File: config.mk
export PLATFORM = sky130hd
export DESIGN_NAME = sfmr_top
export DESIGN_NICKNAME = d
export VERILOG_FILES = /design/src/hw/sfmr_pkg.sv /design/src/hw/sfmr_top.sv
export VERILOG_INCLUDE_DIRS = /design/src /design/src/hw
export SDC_FILE = /design/constraint.sdc
export NUM_CORES = 1
export LEC_CHECK = 0
export BUFFER_PORTS_ARGS = -buffer_cell sky130_fd_sc_hd__buf_2
export CAP_MARGIN = 0
export CORE_MARGIN = 2
export CORE_UTILIZATION = 55
export CTS_CLUSTER_SIZE = 10
export DETAILED_ROUTE_END_ITERATION = 7
export GPL_ROUTABILITY_DRIVEN = 0
export PLACE_DENSITY = 0.79
export SETUP_SLACK_MARGIN = 0.02
export SLEW_MARGIN = 5
export SYNTH_ARGS = -nofsm -noshare
export SYNTH_HDL_FRONTEND = slang
export SYNTH_SLANG_ARGS = --single-unit
export TNS_END_PERCENT = 10
File: constraint.sdc
create_clock -name clk -period 7.23 [get_ports clk]
set_input_delay 0.723 -clock clk [delete_from_list [all_inputs] [get_ports clk]]
set_output_delay 0.723 -clock clk [all_outputs]
set_load 0.005 [all_outputs]
File: src/hw/sfmr_consts.svh
// Register offsets, field ranges and reset values of the mapped-read controller.
// Assumes a 32-bit APB with byte addresses on an 8-bit paddr.
`ifndef SFMR_CONSTS_SVH
`define SFMR_CONSTS_SVH

// ==========================================================================
// Register byte offsets
`define SFMR_OFF_CMD      8'h00
`define SFMR_OFF_OPT      8'h04
`define SFMR_OFF_PEN      8'h08
`define SFMR_OFF_DMY      8'h0c
`define SFMR_OFF_RATE     8'h10
`define SFMR_OFF_MAN      8'h14
`define SFMR_OFF_STAT     8'h18

// ==========================================================================
// Field ranges
`define SFMR_F_OPC        23:16
`define SFMR_F_OPC2       7:0
`define SFMR_F_OPW        31:30
`define SFMR_F_OP2W       27:26
`define SFMR_F_ADW        25:24
`define SFMR_F_OPTW       21:20
`define SFMR_F_RDW        17:16
`define SFMR_B_DMON       15
`define SFMR_B_OPON       14
`define SFMR_B_OP2ON      12
`define SFMR_F_ADSEL      11:8
`define SFMR_F_OPTSEL     7:4
`define SFMR_F_DMW        17:16
`define SFMR_F_DUMMY_CYCLE_COUNT      2:0
`define SFMR_F_DIV        15:8
`define SFMR_F_PRE        1:0
`define SFMR_F_MOPC       7:0
`define SFMR_F_MTX        15:8
`define SFMR_B_MSEND      16
`define SFMR_B_MREAD      17
`define SFMR_B_MSTART     31
`define SFMR_B_BUSY       0
`define SFMR_B_PEND       1
`define SFMR_F_STATE      6:4
`define SFMR_F_MRX        15:8
`define SFMR_F_LEVEL      19:16

// ==========================================================================
// Codes and reset values
`define SFMR_W2           2'b01
`define SFMR_W4           2'b10
`define SFMR_ADSEL_32     4'hf
`define SFMR_RST_CMD      32'h00eb_0000
`define SFMR_RST_OPT      32'h0000_0000
`define SFMR_RST_PEN      32'h0222_c780
`define SFMR_RST_DMY      32'h0000_0005
`define SFMR_RST_RATE     32'h0000_0100

`endif

File: src/hw/sfmr_pkg.sv
// Types shared by the mapped-read controller.
// Assumes nothing beyond a SystemVerilog compiler.
`default_nettype none
package sfmr_pkg;

  // Gray code along the frame path
  typedef enum logic [2:0] {
    ST_IDLE  = 3'b000,
    ST_CMD   = 3'b001,
    ST_SECOND_OPCODE  = 3'b011,
    ST_ADDR  = 3'b010,
    ST_OPT   = 3'b110,
    ST_DUMMY = 3'b111,
    ST_DATA  = 3'b101,
    ST_DONE  = 3'b100
  } sfmr_state_e;

  typedef struct packed {
    logic [31:0] bits;
    logic [5:0]  cycles;
    logic [2:0]  lines;
    logic        drive;
    logic        sample;
  } sfmr_phase_s;

  typedef struct packed {
    logic [31:0] data;
    logic [31:0] addr;
  } sfmr_word_s;

endpackage : sfmr_pkg
`default_nettype wire

File: src/hw/sfmr_top.sv
// Mapped-read path of a multi-line serial flash controller with APB registers.
// Assumes one clock clk; flash pins come from outside and are synchronised here.
//
// The APB register port and the register offsets are this design's own decisions.
`timescale 1ns/1ps
`default_nettype none
`include "sfmr_consts.svh"

module sfmr_top
  import sfmr_pkg::*;
#(
  parameter int BUF_DEPTH = 2
)
(
  input  wire logic        clk,
  input  wire logic        arst_n,
  input  wire logic        psel,
  input  wire logic        penable,
  input  wire logic        pwrite,
  input  wire logic [7:0]  paddr,
  input  wire logic [31:0] pwdata,
  output logic             pready,
  output logic [31:0]      prdata,
  output logic             pslverr,
  input  wire logic        map_req_valid,
  input  wire logic [31:0] map_req_addr,
  output logic             map_req_ready,
  output logic             map_rd_valid,
  output sfmr_word_s       map_rd_data,
  input  wire logic        map_rd_ready,
  output logic             spi_sck,
  output logic             spi_cs_n,
  output logic [3:0]       spi_io_o,
  output logic [3:0]       spi_io_oe,
  input  wire logic [3:0]  spi_io_i
);

  localparam int PTR_W = (BUF_DEPTH > 1) ? $clog2(BUF_DEPTH) : 1;

  // ========================================================================
  // Functions
  function automatic logic [1:0] width_shift(input logic [1:0] code);
    case (code)
      `SFMR_W2: width_shift = 2'd1;
      `SFMR_W4: width_shift = 2'd2;
      default:  width_shift = 2'd0;
    endcase
  endfunction : width_shift

  function automatic logic [2:0] ord(input sfmr_state_e s);
    case (s)
      ST_CMD:   ord = 3'd1;
      ST_SECOND_OPCODE:  ord = 3'd2;
      ST_ADDR:  ord = 3'd3;
      ST_OPT:   ord = 3'd4;
      ST_DUMMY: ord = 3'd5;
      ST_DATA:  ord = 3'd6;
      ST_DONE:  ord = 3'd7;
      default:  ord = 3'd0;
    endcase
  endfunction : ord

  function automatic sfmr_state_e at_ord(input logic [2:0] i);
    case (i)
      3'd1:    at_ord = ST_CMD;
      3'd2:    at_ord = ST_SECOND_OPCODE;
      3'd3:    at_ord = ST_ADDR;
      3'd4:    at_ord = ST_OPT;
      3'd5:    at_ord = ST_DUMMY;
      3'd6:    at_ord = ST_DATA;
      default: at_ord = ST_DONE;
    endcase
  endfunction : at_ord

  // First enabled phase after cur
  function automatic sfmr_state_e next_after(input sfmr_state_e cur, input logic [5:0] en);
    sfmr_state_e r;
    r = ST_DONE;
    for (int i = 6; i >= 1; i--)
    begin
      if (en[i-1] && (3'(i) > ord(cur)))
        r = at_ord(3'(i));
    end
    next_after = r;
  endfunction : next_after

  // ========================================================================
  // Declarations
  logic [31:0]         cmd_q, opt_q, pen_q, dmy_q, rate_q, man_q, stat;
  logic                man_pend_q, man_run_q, man_lock, apb_wr, apb_setup;
  logic [7:0]          man_rx_q;
  sfmr_state_e         state_q, nxt_st;
  sfmr_phase_s         ph_q, nxt_ph;
  logic [5:0]          cyc_q, ph_ticks_q, nbits;
  logic [1:0]          sh;
  logic [31:0]         shreg_q, rx_q, rx_nxt, addr_q, addr_src;
  logic                cs_n_q, sck_q, tick, fall, launch, mode_man, room, push, pop;
  logic                data_done;
  logic [5:0]          en;
  logic [2:0]          opt_ones;
  logic [10:0]         hp_raw, hp, div_cnt_q;
  logic [3:0]          io_s1_q, io_s2_q, in_bits;
  sfmr_word_s          buf_mem [BUF_DEPTH];
  logic [PTR_W-1:0]    wptr_q, rptr_q;
  logic [PTR_W:0]      cnt_q;

  // ========================================================================
  // APB slave, zero wait states
  assign apb_setup = psel && !penable;
  assign apb_wr    = psel && penable && pwrite;
  assign pready    = psel && penable;
  assign man_lock  = man_pend_q || (state_q != ST_IDLE);

  always_comb
  begin
    stat                = '0;
    stat[`SFMR_B_BUSY]  = (state_q != ST_IDLE);
    stat[`SFMR_B_PEND]  = man_pend_q;
    stat[`SFMR_F_STATE] = state_q;
    stat[`SFMR_F_MRX]   = man_rx_q;
    stat[`SFMR_F_LEVEL] = 4'(cnt_q);
  end

  always_ff @(posedge clk or negedge arst_n)
  begin
    if (!arst_n)
    begin
      prdata  <= '0;
      pslverr <= 1'b0;
    end
    else if (apb_setup)
    begin
      pslverr <= 1'b0;
      case (paddr)
        `SFMR_OFF_CMD:  prdata <= cmd_q;
        `SFMR_OFF_OPT:  prdata <= opt_q;
        `SFMR_OFF_PEN:  prdata <= pen_q;
        `SFMR_OFF_DMY:  prdata <= dmy_q;
        `SFMR_OFF_RATE: prdata <= rate_q;
        `SFMR_OFF_MAN:  prdata <= man_q;
        `SFMR_OFF_STAT: prdata <= stat;
        default:
        begin
          prdata  <= '0;
          pslverr <= 1'b1;
        end
      endcase
    end
  end

  // Read-mode settings
  always_ff @(posedge clk or negedge arst_n)
  begin
    if (!arst_n)
    begin
      cmd_q  <= `SFMR_RST_CMD;
      opt_q  <= `SFMR_RST_OPT;
      pen_q  <= `SFMR_RST_PEN;
      dmy_q  <= `SFMR_RST_DMY;
      rate_q <= `SFMR_RST_RATE;
      man_q  <= '0;
    end
    else if (apb_wr)
    begin
      case (paddr)
        `SFMR_OFF_CMD:  cmd_q  <= pwdata;
        `SFMR_OFF_OPT:  opt_q  <= pwdata;
        `SFMR_OFF_PEN:  pen_q  <= pwdata;
        `SFMR_OFF_DMY:  dmy_q  <= pwdata;
        `SFMR_OFF_RATE: rate_q <= pwdata;
        `SFMR_OFF_MAN:  if (!man_lock) man_q <= {1'b0, pwdata[30:0]};
        default:        ;
      endcase
    end
  end

  // Manual command request; a new start is ignored while one is pending or a frame runs
  always_ff @(posedge clk or negedge arst_n)
  begin
    if (!arst_n)
      man_pend_q <= 1'b0;
    else if (apb_wr && (paddr == `SFMR_OFF_MAN) && !man_lock && pwdata[`SFMR_B_MSTART])
      man_pend_q <= 1'b1;
    else if (launch && man_pend_q)
      man_pend_q <= 1'b0;
  end

  // ========================================================================
  // Serial clock divider
  assign hp_raw = {3'b000, rate_q[`SFMR_F_DIV]} << rate_q[`SFMR_F_PRE];
  assign hp     = (hp_raw == 11'h000) ? 11'h001 : hp_raw;
  assign tick   = (state_q != ST_IDLE) && (div_cnt_q == hp - 11'h001);
  assign fall   = tick && sck_q;

  always_ff @(posedge clk or negedge arst_n)
  begin
    if (!arst_n)
      div_cnt_q <= '0;
    else if ((state_q == ST_IDLE) || tick)
      div_cnt_q <= '0;
    else
      div_cnt_q <= div_cnt_q + 11'h001;
  end

  always_ff @(posedge clk or negedge arst_n)
  begin
    if (!arst_n)
      sck_q <= 1'b0;
    else if ((state_q == ST_IDLE) || (state_q == ST_DONE))
      sck_q <= 1'b0;
    else if (tick)
      sck_q <= !sck_q;
  end

  // ========================================================================
  // Frame sequencing
  assign room          = (cnt_q < (PTR_W+1)'(BUF_DEPTH));
  assign mode_man      = (state_q == ST_IDLE) ? man_pend_q : man_run_q;
  assign map_req_ready = (state_q == ST_IDLE) && !man_pend_q && room;
  assign launch        = (state_q == ST_IDLE) && (man_pend_q || (map_req_valid && room));
  assign addr_src      = (state_q == ST_IDLE) ? map_req_addr : addr_q;
  assign opt_ones      = {2'b00, pen_q[7]} + {2'b00, pen_q[6]}
                       + {2'b00, pen_q[5]} + {2'b00, pen_q[4]};
  assign en = mode_man ? {man_q[`SFMR_B_MREAD], 1'b0, man_q[`SFMR_B_MSEND], 3'b001}
            : {1'b1, pen_q[`SFMR_B_DMON], |pen_q[`SFMR_F_OPTSEL],
               |pen_q[`SFMR_F_ADSEL], pen_q[`SFMR_B_OP2ON], pen_q[`SFMR_B_OPON]};

  // Setup of the phase that follows the current one
  always_comb
  begin
    nxt_ph = '0;
    sh     = 2'd0;
    nbits  = 6'd0;
    nxt_st = next_after(state_q, en);
    case (nxt_st)
      ST_CMD:
      begin
        sh          = mode_man ? 2'd0 : width_shift(pen_q[`SFMR_F_OPW]);
        nbits       = 6'd8;
        nxt_ph.bits = {mode_man ? man_q[`SFMR_F_MOPC] : cmd_q[`SFMR_F_OPC], 24'h0};
      end
      ST_SECOND_OPCODE:
      begin
        sh          = width_shift(pen_q[`SFMR_F_OP2W]);
        nbits       = 6'd8;
        nxt_ph.bits = {cmd_q[`SFMR_F_OPC2], 24'h0};
      end
      ST_ADDR:
      begin
        sh = width_shift(pen_q[`SFMR_F_ADW]);
        if (pen_q[`SFMR_F_ADSEL] == `SFMR_ADSEL_32)
        begin
          nbits       = 6'd32;
          nxt_ph.bits = addr_src;
        end
        else
        begin
          nbits       = 6'd24;
          nxt_ph.bits = {addr_src[23:0], 8'h0};
        end
      end
      ST_OPT:
      begin
        if (mode_man)
        begin
          nbits       = 6'd8;
          nxt_ph.bits = {man_q[`SFMR_F_MTX], 24'h0};
        end
        else
        begin
          sh          = width_shift(pen_q[`SFMR_F_OPTW]);
          nbits       = {opt_ones, 3'b000};
          nxt_ph.bits = opt_q;
        end
      end
      ST_DUMMY:
      begin
        sh    = width_shift(dmy_q[`SFMR_F_DMW]);
        nbits = 6'({3'b000, dmy_q[`SFMR_F_DUMMY_CYCLE_COUNT]} + 6'd1) << sh;
      end
      ST_DATA:
      begin
        sh            = mode_man ? 2'd0 : width_shift(pen_q[`SFMR_F_RDW]);
        nbits         = mode_man ? 6'd8 : 6'd32;
        nxt_ph.sample = 1'b1;
      end
      default: ;
    endcase
    nxt_ph.drive  = (nxt_st != ST_DUMMY) && (nxt_st != ST_DATA) && (nxt_st != ST_DONE);
    nxt_ph.lines  = 3'b001 << sh;
    nxt_ph.cycles = nbits >> sh;
  end

  always_ff @(posedge clk or negedge arst_n)
  begin
    if (!arst_n)
    begin
      state_q <= ST_IDLE;
      ph_q    <= '0;
      cyc_q   <= '0;
      shreg_q <= '0;
      cs_n_q  <= 1'b1;
    end
    else
    begin
      case (state_q)
        ST_IDLE:
          if (launch)
          begin
            state_q <= nxt_st;
            ph_q    <= nxt_ph;
            cyc_q   <= nxt_ph.cycles;
            shreg_q <= nxt_ph.bits;
            cs_n_q  <= 1'b0;
          end
        ST_DONE:
          if (tick)
          begin
            state_q <= ST_IDLE;
            cs_n_q  <= 1'b1;
          end
        default:
          if (fall)
          begin
            if (cyc_q == 6'd1)
            begin
              state_q <= nxt_st;
              ph_q    <= nxt_ph;
              cyc_q   <= nxt_ph.cycles;
              shreg_q <= nxt_ph.bits;
            end
            else
            begin
              cyc_q   <= cyc_q - 6'd1;
              shreg_q <= shreg_q << ph_q.lines;
            end
          end
      endcase
    end
  end

  // Frame ownership and address of the mapped read
  always_ff @(posedge clk or negedge arst_n)
  begin
    if (!arst_n)
    begin
      man_run_q <= 1'b0;
      addr_q    <= '0;
    end
    else if (launch)
    begin
      man_run_q <= man_pend_q;
      addr_q    <= map_req_addr;
    end
  end

  // Falling edges seen in the current phase
  always_ff @(posedge clk or negedge arst_n)
  begin
    if (!arst_n)
      ph_ticks_q <= '0;
    else if (launch || (fall && (cyc_q == 6'd1)))
      ph_ticks_q <= '0;
    else if (fall)
      ph_ticks_q <= ph_ticks_q + 6'd1;
  end

  // ========================================================================
  // Pins
  assign spi_sck   = sck_q;
  assign spi_cs_n  = cs_n_q;
  assign spi_io_o  = (ph_q.lines == 3'd4) ? shreg_q[31:28]
                   : (ph_q.lines == 3'd2) ? {2'b00, shreg_q[31:30]} : {3'b000, shreg_q[31]};
  assign spi_io_oe = (ph_q.drive && (state_q != ST_IDLE) && (state_q != ST_DONE))
                   ? ((ph_q.lines == 3'd4) ? 4'hf : (ph_q.lines == 3'd2) ? 4'h3 : 4'h1) : 4'h0;

  always_ff @(posedge clk or negedge arst_n)
  begin
    if (!arst_n)
    begin
      io_s1_q <= '0;
      io_s2_q <= '0;
    end
    else
    begin
      io_s1_q <= spi_io_i;
      io_s2_q <= io_s1_q;
    end
  end

  // Capture at the end of each high half
  assign in_bits   = (ph_q.lines == 3'd4) ? io_s2_q
                   : (ph_q.lines == 3'd2) ? {2'b00, io_s2_q[1:0]} : {3'b000, io_s2_q[1]};
  assign rx_nxt    = (rx_q << ph_q.lines) | {28'h0, in_bits};
  assign data_done = (state_q == ST_DATA) && fall && (cyc_q == 6'd1);

  always_ff @(posedge clk or negedge arst_n)
  begin
    if (!arst_n)
    begin
      rx_q     <= '0;
      man_rx_q <= '0;
    end
    else
    begin
      if (fall && ph_q.sample)
        rx_q <= rx_nxt;
      if (data_done && man_run_q)
        man_rx_q <= rx_nxt[7:0];
    end
  end

  // ========================================================================
  // Read word buffer, first flash byte in the low lane
  assign push         = data_done && !man_run_q;
  assign pop          = map_rd_valid && map_rd_ready;
  assign map_rd_valid = (cnt_q != '0);
  assign map_rd_data  = buf_mem[rptr_q];

  always_ff @(posedge clk)
  begin
    if (push)
      buf_mem[wptr_q] <= '{data: {rx_nxt[7:0], rx_nxt[15:8], rx_nxt[23:16], rx_nxt[31:24]},
                           addr: addr_q};
  end

  always_ff @(posedge clk or negedge arst_n)
  begin
    if (!arst_n)
    begin
      wptr_q <= '0;
      rptr_q <= '0;
      cnt_q  <= '0;
    end
    else
    begin
      if (push)
        wptr_q <= wptr_q + PTR_W'(1);
      if (pop)
        rptr_q <= rptr_q + PTR_W'(1);
      if (push && !pop)
        cnt_q <= cnt_q + (PTR_W+1)'(1);
      else if (pop && !push)
        cnt_q <= cnt_q - (PTR_W+1)'(1);
    end
  end
endmodule : sfmr_top
`default_nettype wire

==> impl_metrics.ini <==
[run_status]
outcome = finished, final reports clean

[drt]
wl_um = 69000
wire_per_inst_um = 24.2
firstDrtPassIters = 6
drt.antenna.violating_nets = 0
vias = 18382
drt_iter0_drc = 1993
drc_errors = 0
viasPerCell = 6.46

[sta]
finalSetupTns_ps = 0
post-route-period-util = 0.771
fin_ws_ps = 1660
relSlewSlack = 0.165
worst_pin_slew_ps = 1250
skew_ps = 19.2
period_minus_slack_ps = 5570
max_freq_mhz = 179
hold_violations = 0
finalSetupViolCount = 0
finalMaxSlewViolations = 0
rsz0062_at_grt = no

[synth]
ys_ff_latch = 497
synth.top_cell.area_share = 0.347
yosys.area.top_type = dfrtp_1
synthesis.instances = 2057
yosysWarnings = 0
ys_seq_area_frac = 0.518
syn_area_um2 = 25300
async_flop_share = 0.742
ys_top_cells_by_area = dfrtp_1, edfxtp_1, mux2_2
syn_nets = 2154
synthDistinctLibCells = 87
syn_area_per_cell_um2 = 12.3
synth_ff_type = dfrtp_1
synth_edf_count = 128

[global_routing]
track_usage = 0.290
grt_max_degree = 136
gr-total-overflow = 0
grt_pass1_wl_um = 107000
antenna_found_initial = 4
grt_pass1_vias = 17956

[worst_setup_path]
crit_arrival_ps = 5800
crit_top_cell = nor2_1
end_kind = flip-flop
cp_slowest_cell = dfrtp_1
cpLargestDelayFamily = simple AND/OR/NAND/NOR gates
path_max_fanout = 64
crit_path_start_kind = flip-flop
critPathKind = reg -> reg
worstPathCellList = mux4_2 -> a21oi_2 -> a21oi_1 -> ha_1 -> nor2b_1 -> a22oi_2 -> nor2_1 -> a2111oi_1 -> nor2_1 -> nor4_2 -> nand4_1 -> nor2_4 -> buf_4
crit_buf_inv = 1
slowest_delay_ps = 760
required_ps = 7460
regToRegSetupSlack_ps = 1660

[clock_network]
cts_buffer_depth = 3
cts_setup_buffers = 0
cts.clk_slew.worst_paths_ps = 60
root_buffer = clkbuf_16
cts_tree = yes
cts_buffers = 56
postCtsHoldBufs = 0
cts.sinks = 497
cts-htree-levels = 2
clkLatencyLatePin_ps = 620
ctsResizeCount = 0

[power]
ir_drop_mv = 0.206
finalPower_w = 0.00906
leakage_nw = 12.4
powerDensity_nw_per_um2 = 319

[worst_hold_path]
min_path_type = in -> async

[floorplan]
fp.coreArea_um2 = 45400
rows = 78
pin_count = 193
dieArea_um2 = 47700
die_y_um = 218
start_util = 0.557
die_w_um = 218

[layout]
mostFrequentLayoutCell = dfrtp_1
final_area_um2 = 28400
stdcell_count = 2845
area_growth_pct = 12.4
most-common-layout-cells = dfrtp_1, mux2_2, buf_2, mux2i_1, nand2_1
fin_nets = 2294
layout-drive-gt1-share = 0.315

[placed_design]
io_buffers = 192
dp_slack_ps = 1690
placedCellCount = 2739
place_area_um2 = 26700
place_hpwl_um = 46400

[flow_run]
drv_cap = 0
area by class of cell:
type	instances	area (um2)
diodes	2	5.00
inverters	31	116
flip-flops and latches	497	13100
multi-input cells	1386	11500
clock inverters	2	17.5
clock buffers	102	1640
well taps	600	751
fillers	3495	17000
repair buffers	225	1230
stage by stage:
step / util / hold WS, ps
2_1_floorplan: - / 331
3_3_place_gp: 0.589 / 342
3_5_place_dp: 0.589 / 335
4_1_cts: 0.626 / 203
5_1_grt: 0.626 / 207
6_report: 0.626 / 218
cells by family (layout without fill, tap and decap cells):
logic type / Yosys count / after routing / share of synthesized area
and+or+nand+nor: 372 / 372 / 0.0715
adders and majority gates: 14 / 14 / 0.00723
buffers and inverters: 174 / 360 / 0.0284
muxes: 571 / 571 / 0.260
xor gates and xnor gates: 31 / 31 / 0.0119
other: 0 / 2 / 0
AOI/OAI and AO/OA: 398 / 398 / 0.103
DFF: 497 / 497 / 0.518
synth_stat cells (4+ instances only):
library cell / count
and2_1: 4
o22ai_1: 53
nand2b_1: 12
o21ai_1: 5
buf_6: 4
nor2b_1: 15
o21ai_0: 79
nand2_1: 151
buf_4: 7
mux4_2: 27
a31oi_1: 11
dfrtp_1: 350
o32ai_1: 4
ha_1: 13
o211ai_1: 8
a22o_1: 19
a21oi_1: 103
nand3_1: 24
a211oi_1: 13
and3_1: 16
edfxtp_1: 128
nor3_1: 24
or2_2: 5
inv_1: 31
xnor2_1: 12
mux2_4: 5
xor2_1: 16
buf_2: 6
mux2_2: 324
mux2i_1: 153
a21boi_0: 4
nor2_1: 76
nand3b_1: 5
clkbuf_1: 97
a221oi_1: 35
nand4_1: 9
buf_1: 28
mux2_1: 62
a2111oi_0: 11
dfstp_2: 19
o21bai_1: 8
a21o_1: 7
worst reg2reg max path, delay by kind of cell, from the launching register on:
| family | cells | cell delay, ps |
|---|---|---|
| and+or+nand+nor | 6 | 1390 |
| buffers and inverters | 1 | 660 |
| adders and majority gates | 1 | 230 |
| muxes | 1 | 690 |
| DFF | 1 | 760 |
| AOI/OAI and AO/OA | 4 | 1370 |
final timing paths:
| check | start | end | depth (start not counted) |
|---|---|---|---|
| max reg2reg | rate_q[1]$_DFFE_PN0P_ | buf_mem[0][35]$_DFFE_PP_ | 13 |
| max | rate_q[1]$_DFFE_PN0P_ | buf_mem[0][35]$_DFFE_PP_ | 13 |
| min reg2reg | io_s1_q[0]$_DFF_PN0_ | io_s2_q[0]$_DFF_PN0_ | 0 |
| min | arst_n | prdata[28]$_DFFE_PN0P_ | 1 |
| min in group clk | spi_io_i[1] | io_s1_q[1]$_DFF_PN0_ | 1 |
| max in group asynchronous | arst_n | rptr_q$_DFFE_PN0P_ | 2 |
power breakdown:
| group | switching, W | internal, W | leakage, nW |
|---|---|---|---|
| combinational | 0.00168 | 0.00118 | 5.58 |
| clock | 0.00111 | 0.00151 | 0.789 |
| sequential | 0.000331 | 0.00325 | 6.02 |
metal layers:
| layer | track usage | vias up | routed length (um) |
|---|---|---|---|
| met5 | 0 | - | 16 |
| met4 | 0.106 | 2 | 2340 |
| met3 | 0.0770 | 146 | 6650 |
| met2 | 0.447 | 921 | 31900 |
| met1 | 0.395 | 9336 | 28100 |
| li1 | - | 7977 | - |
state kept, by name (all words and copies together) (netlist names), 4 cells and up:
register   cells
cyc_q          6
dmy_q         32
opt_q         32
addr_q        32
man_q         31
buf_mem      128
io_s2_q        4
cmd_q         32
rate_q        32
shreg_q       32
ph_q           5
pen_q         32
prdata        32
rx_q          32
io_s1_q        4
div_cnt_q     11
man_rx_q       8
Note: power is estimated with default switching activity, not from simulation.
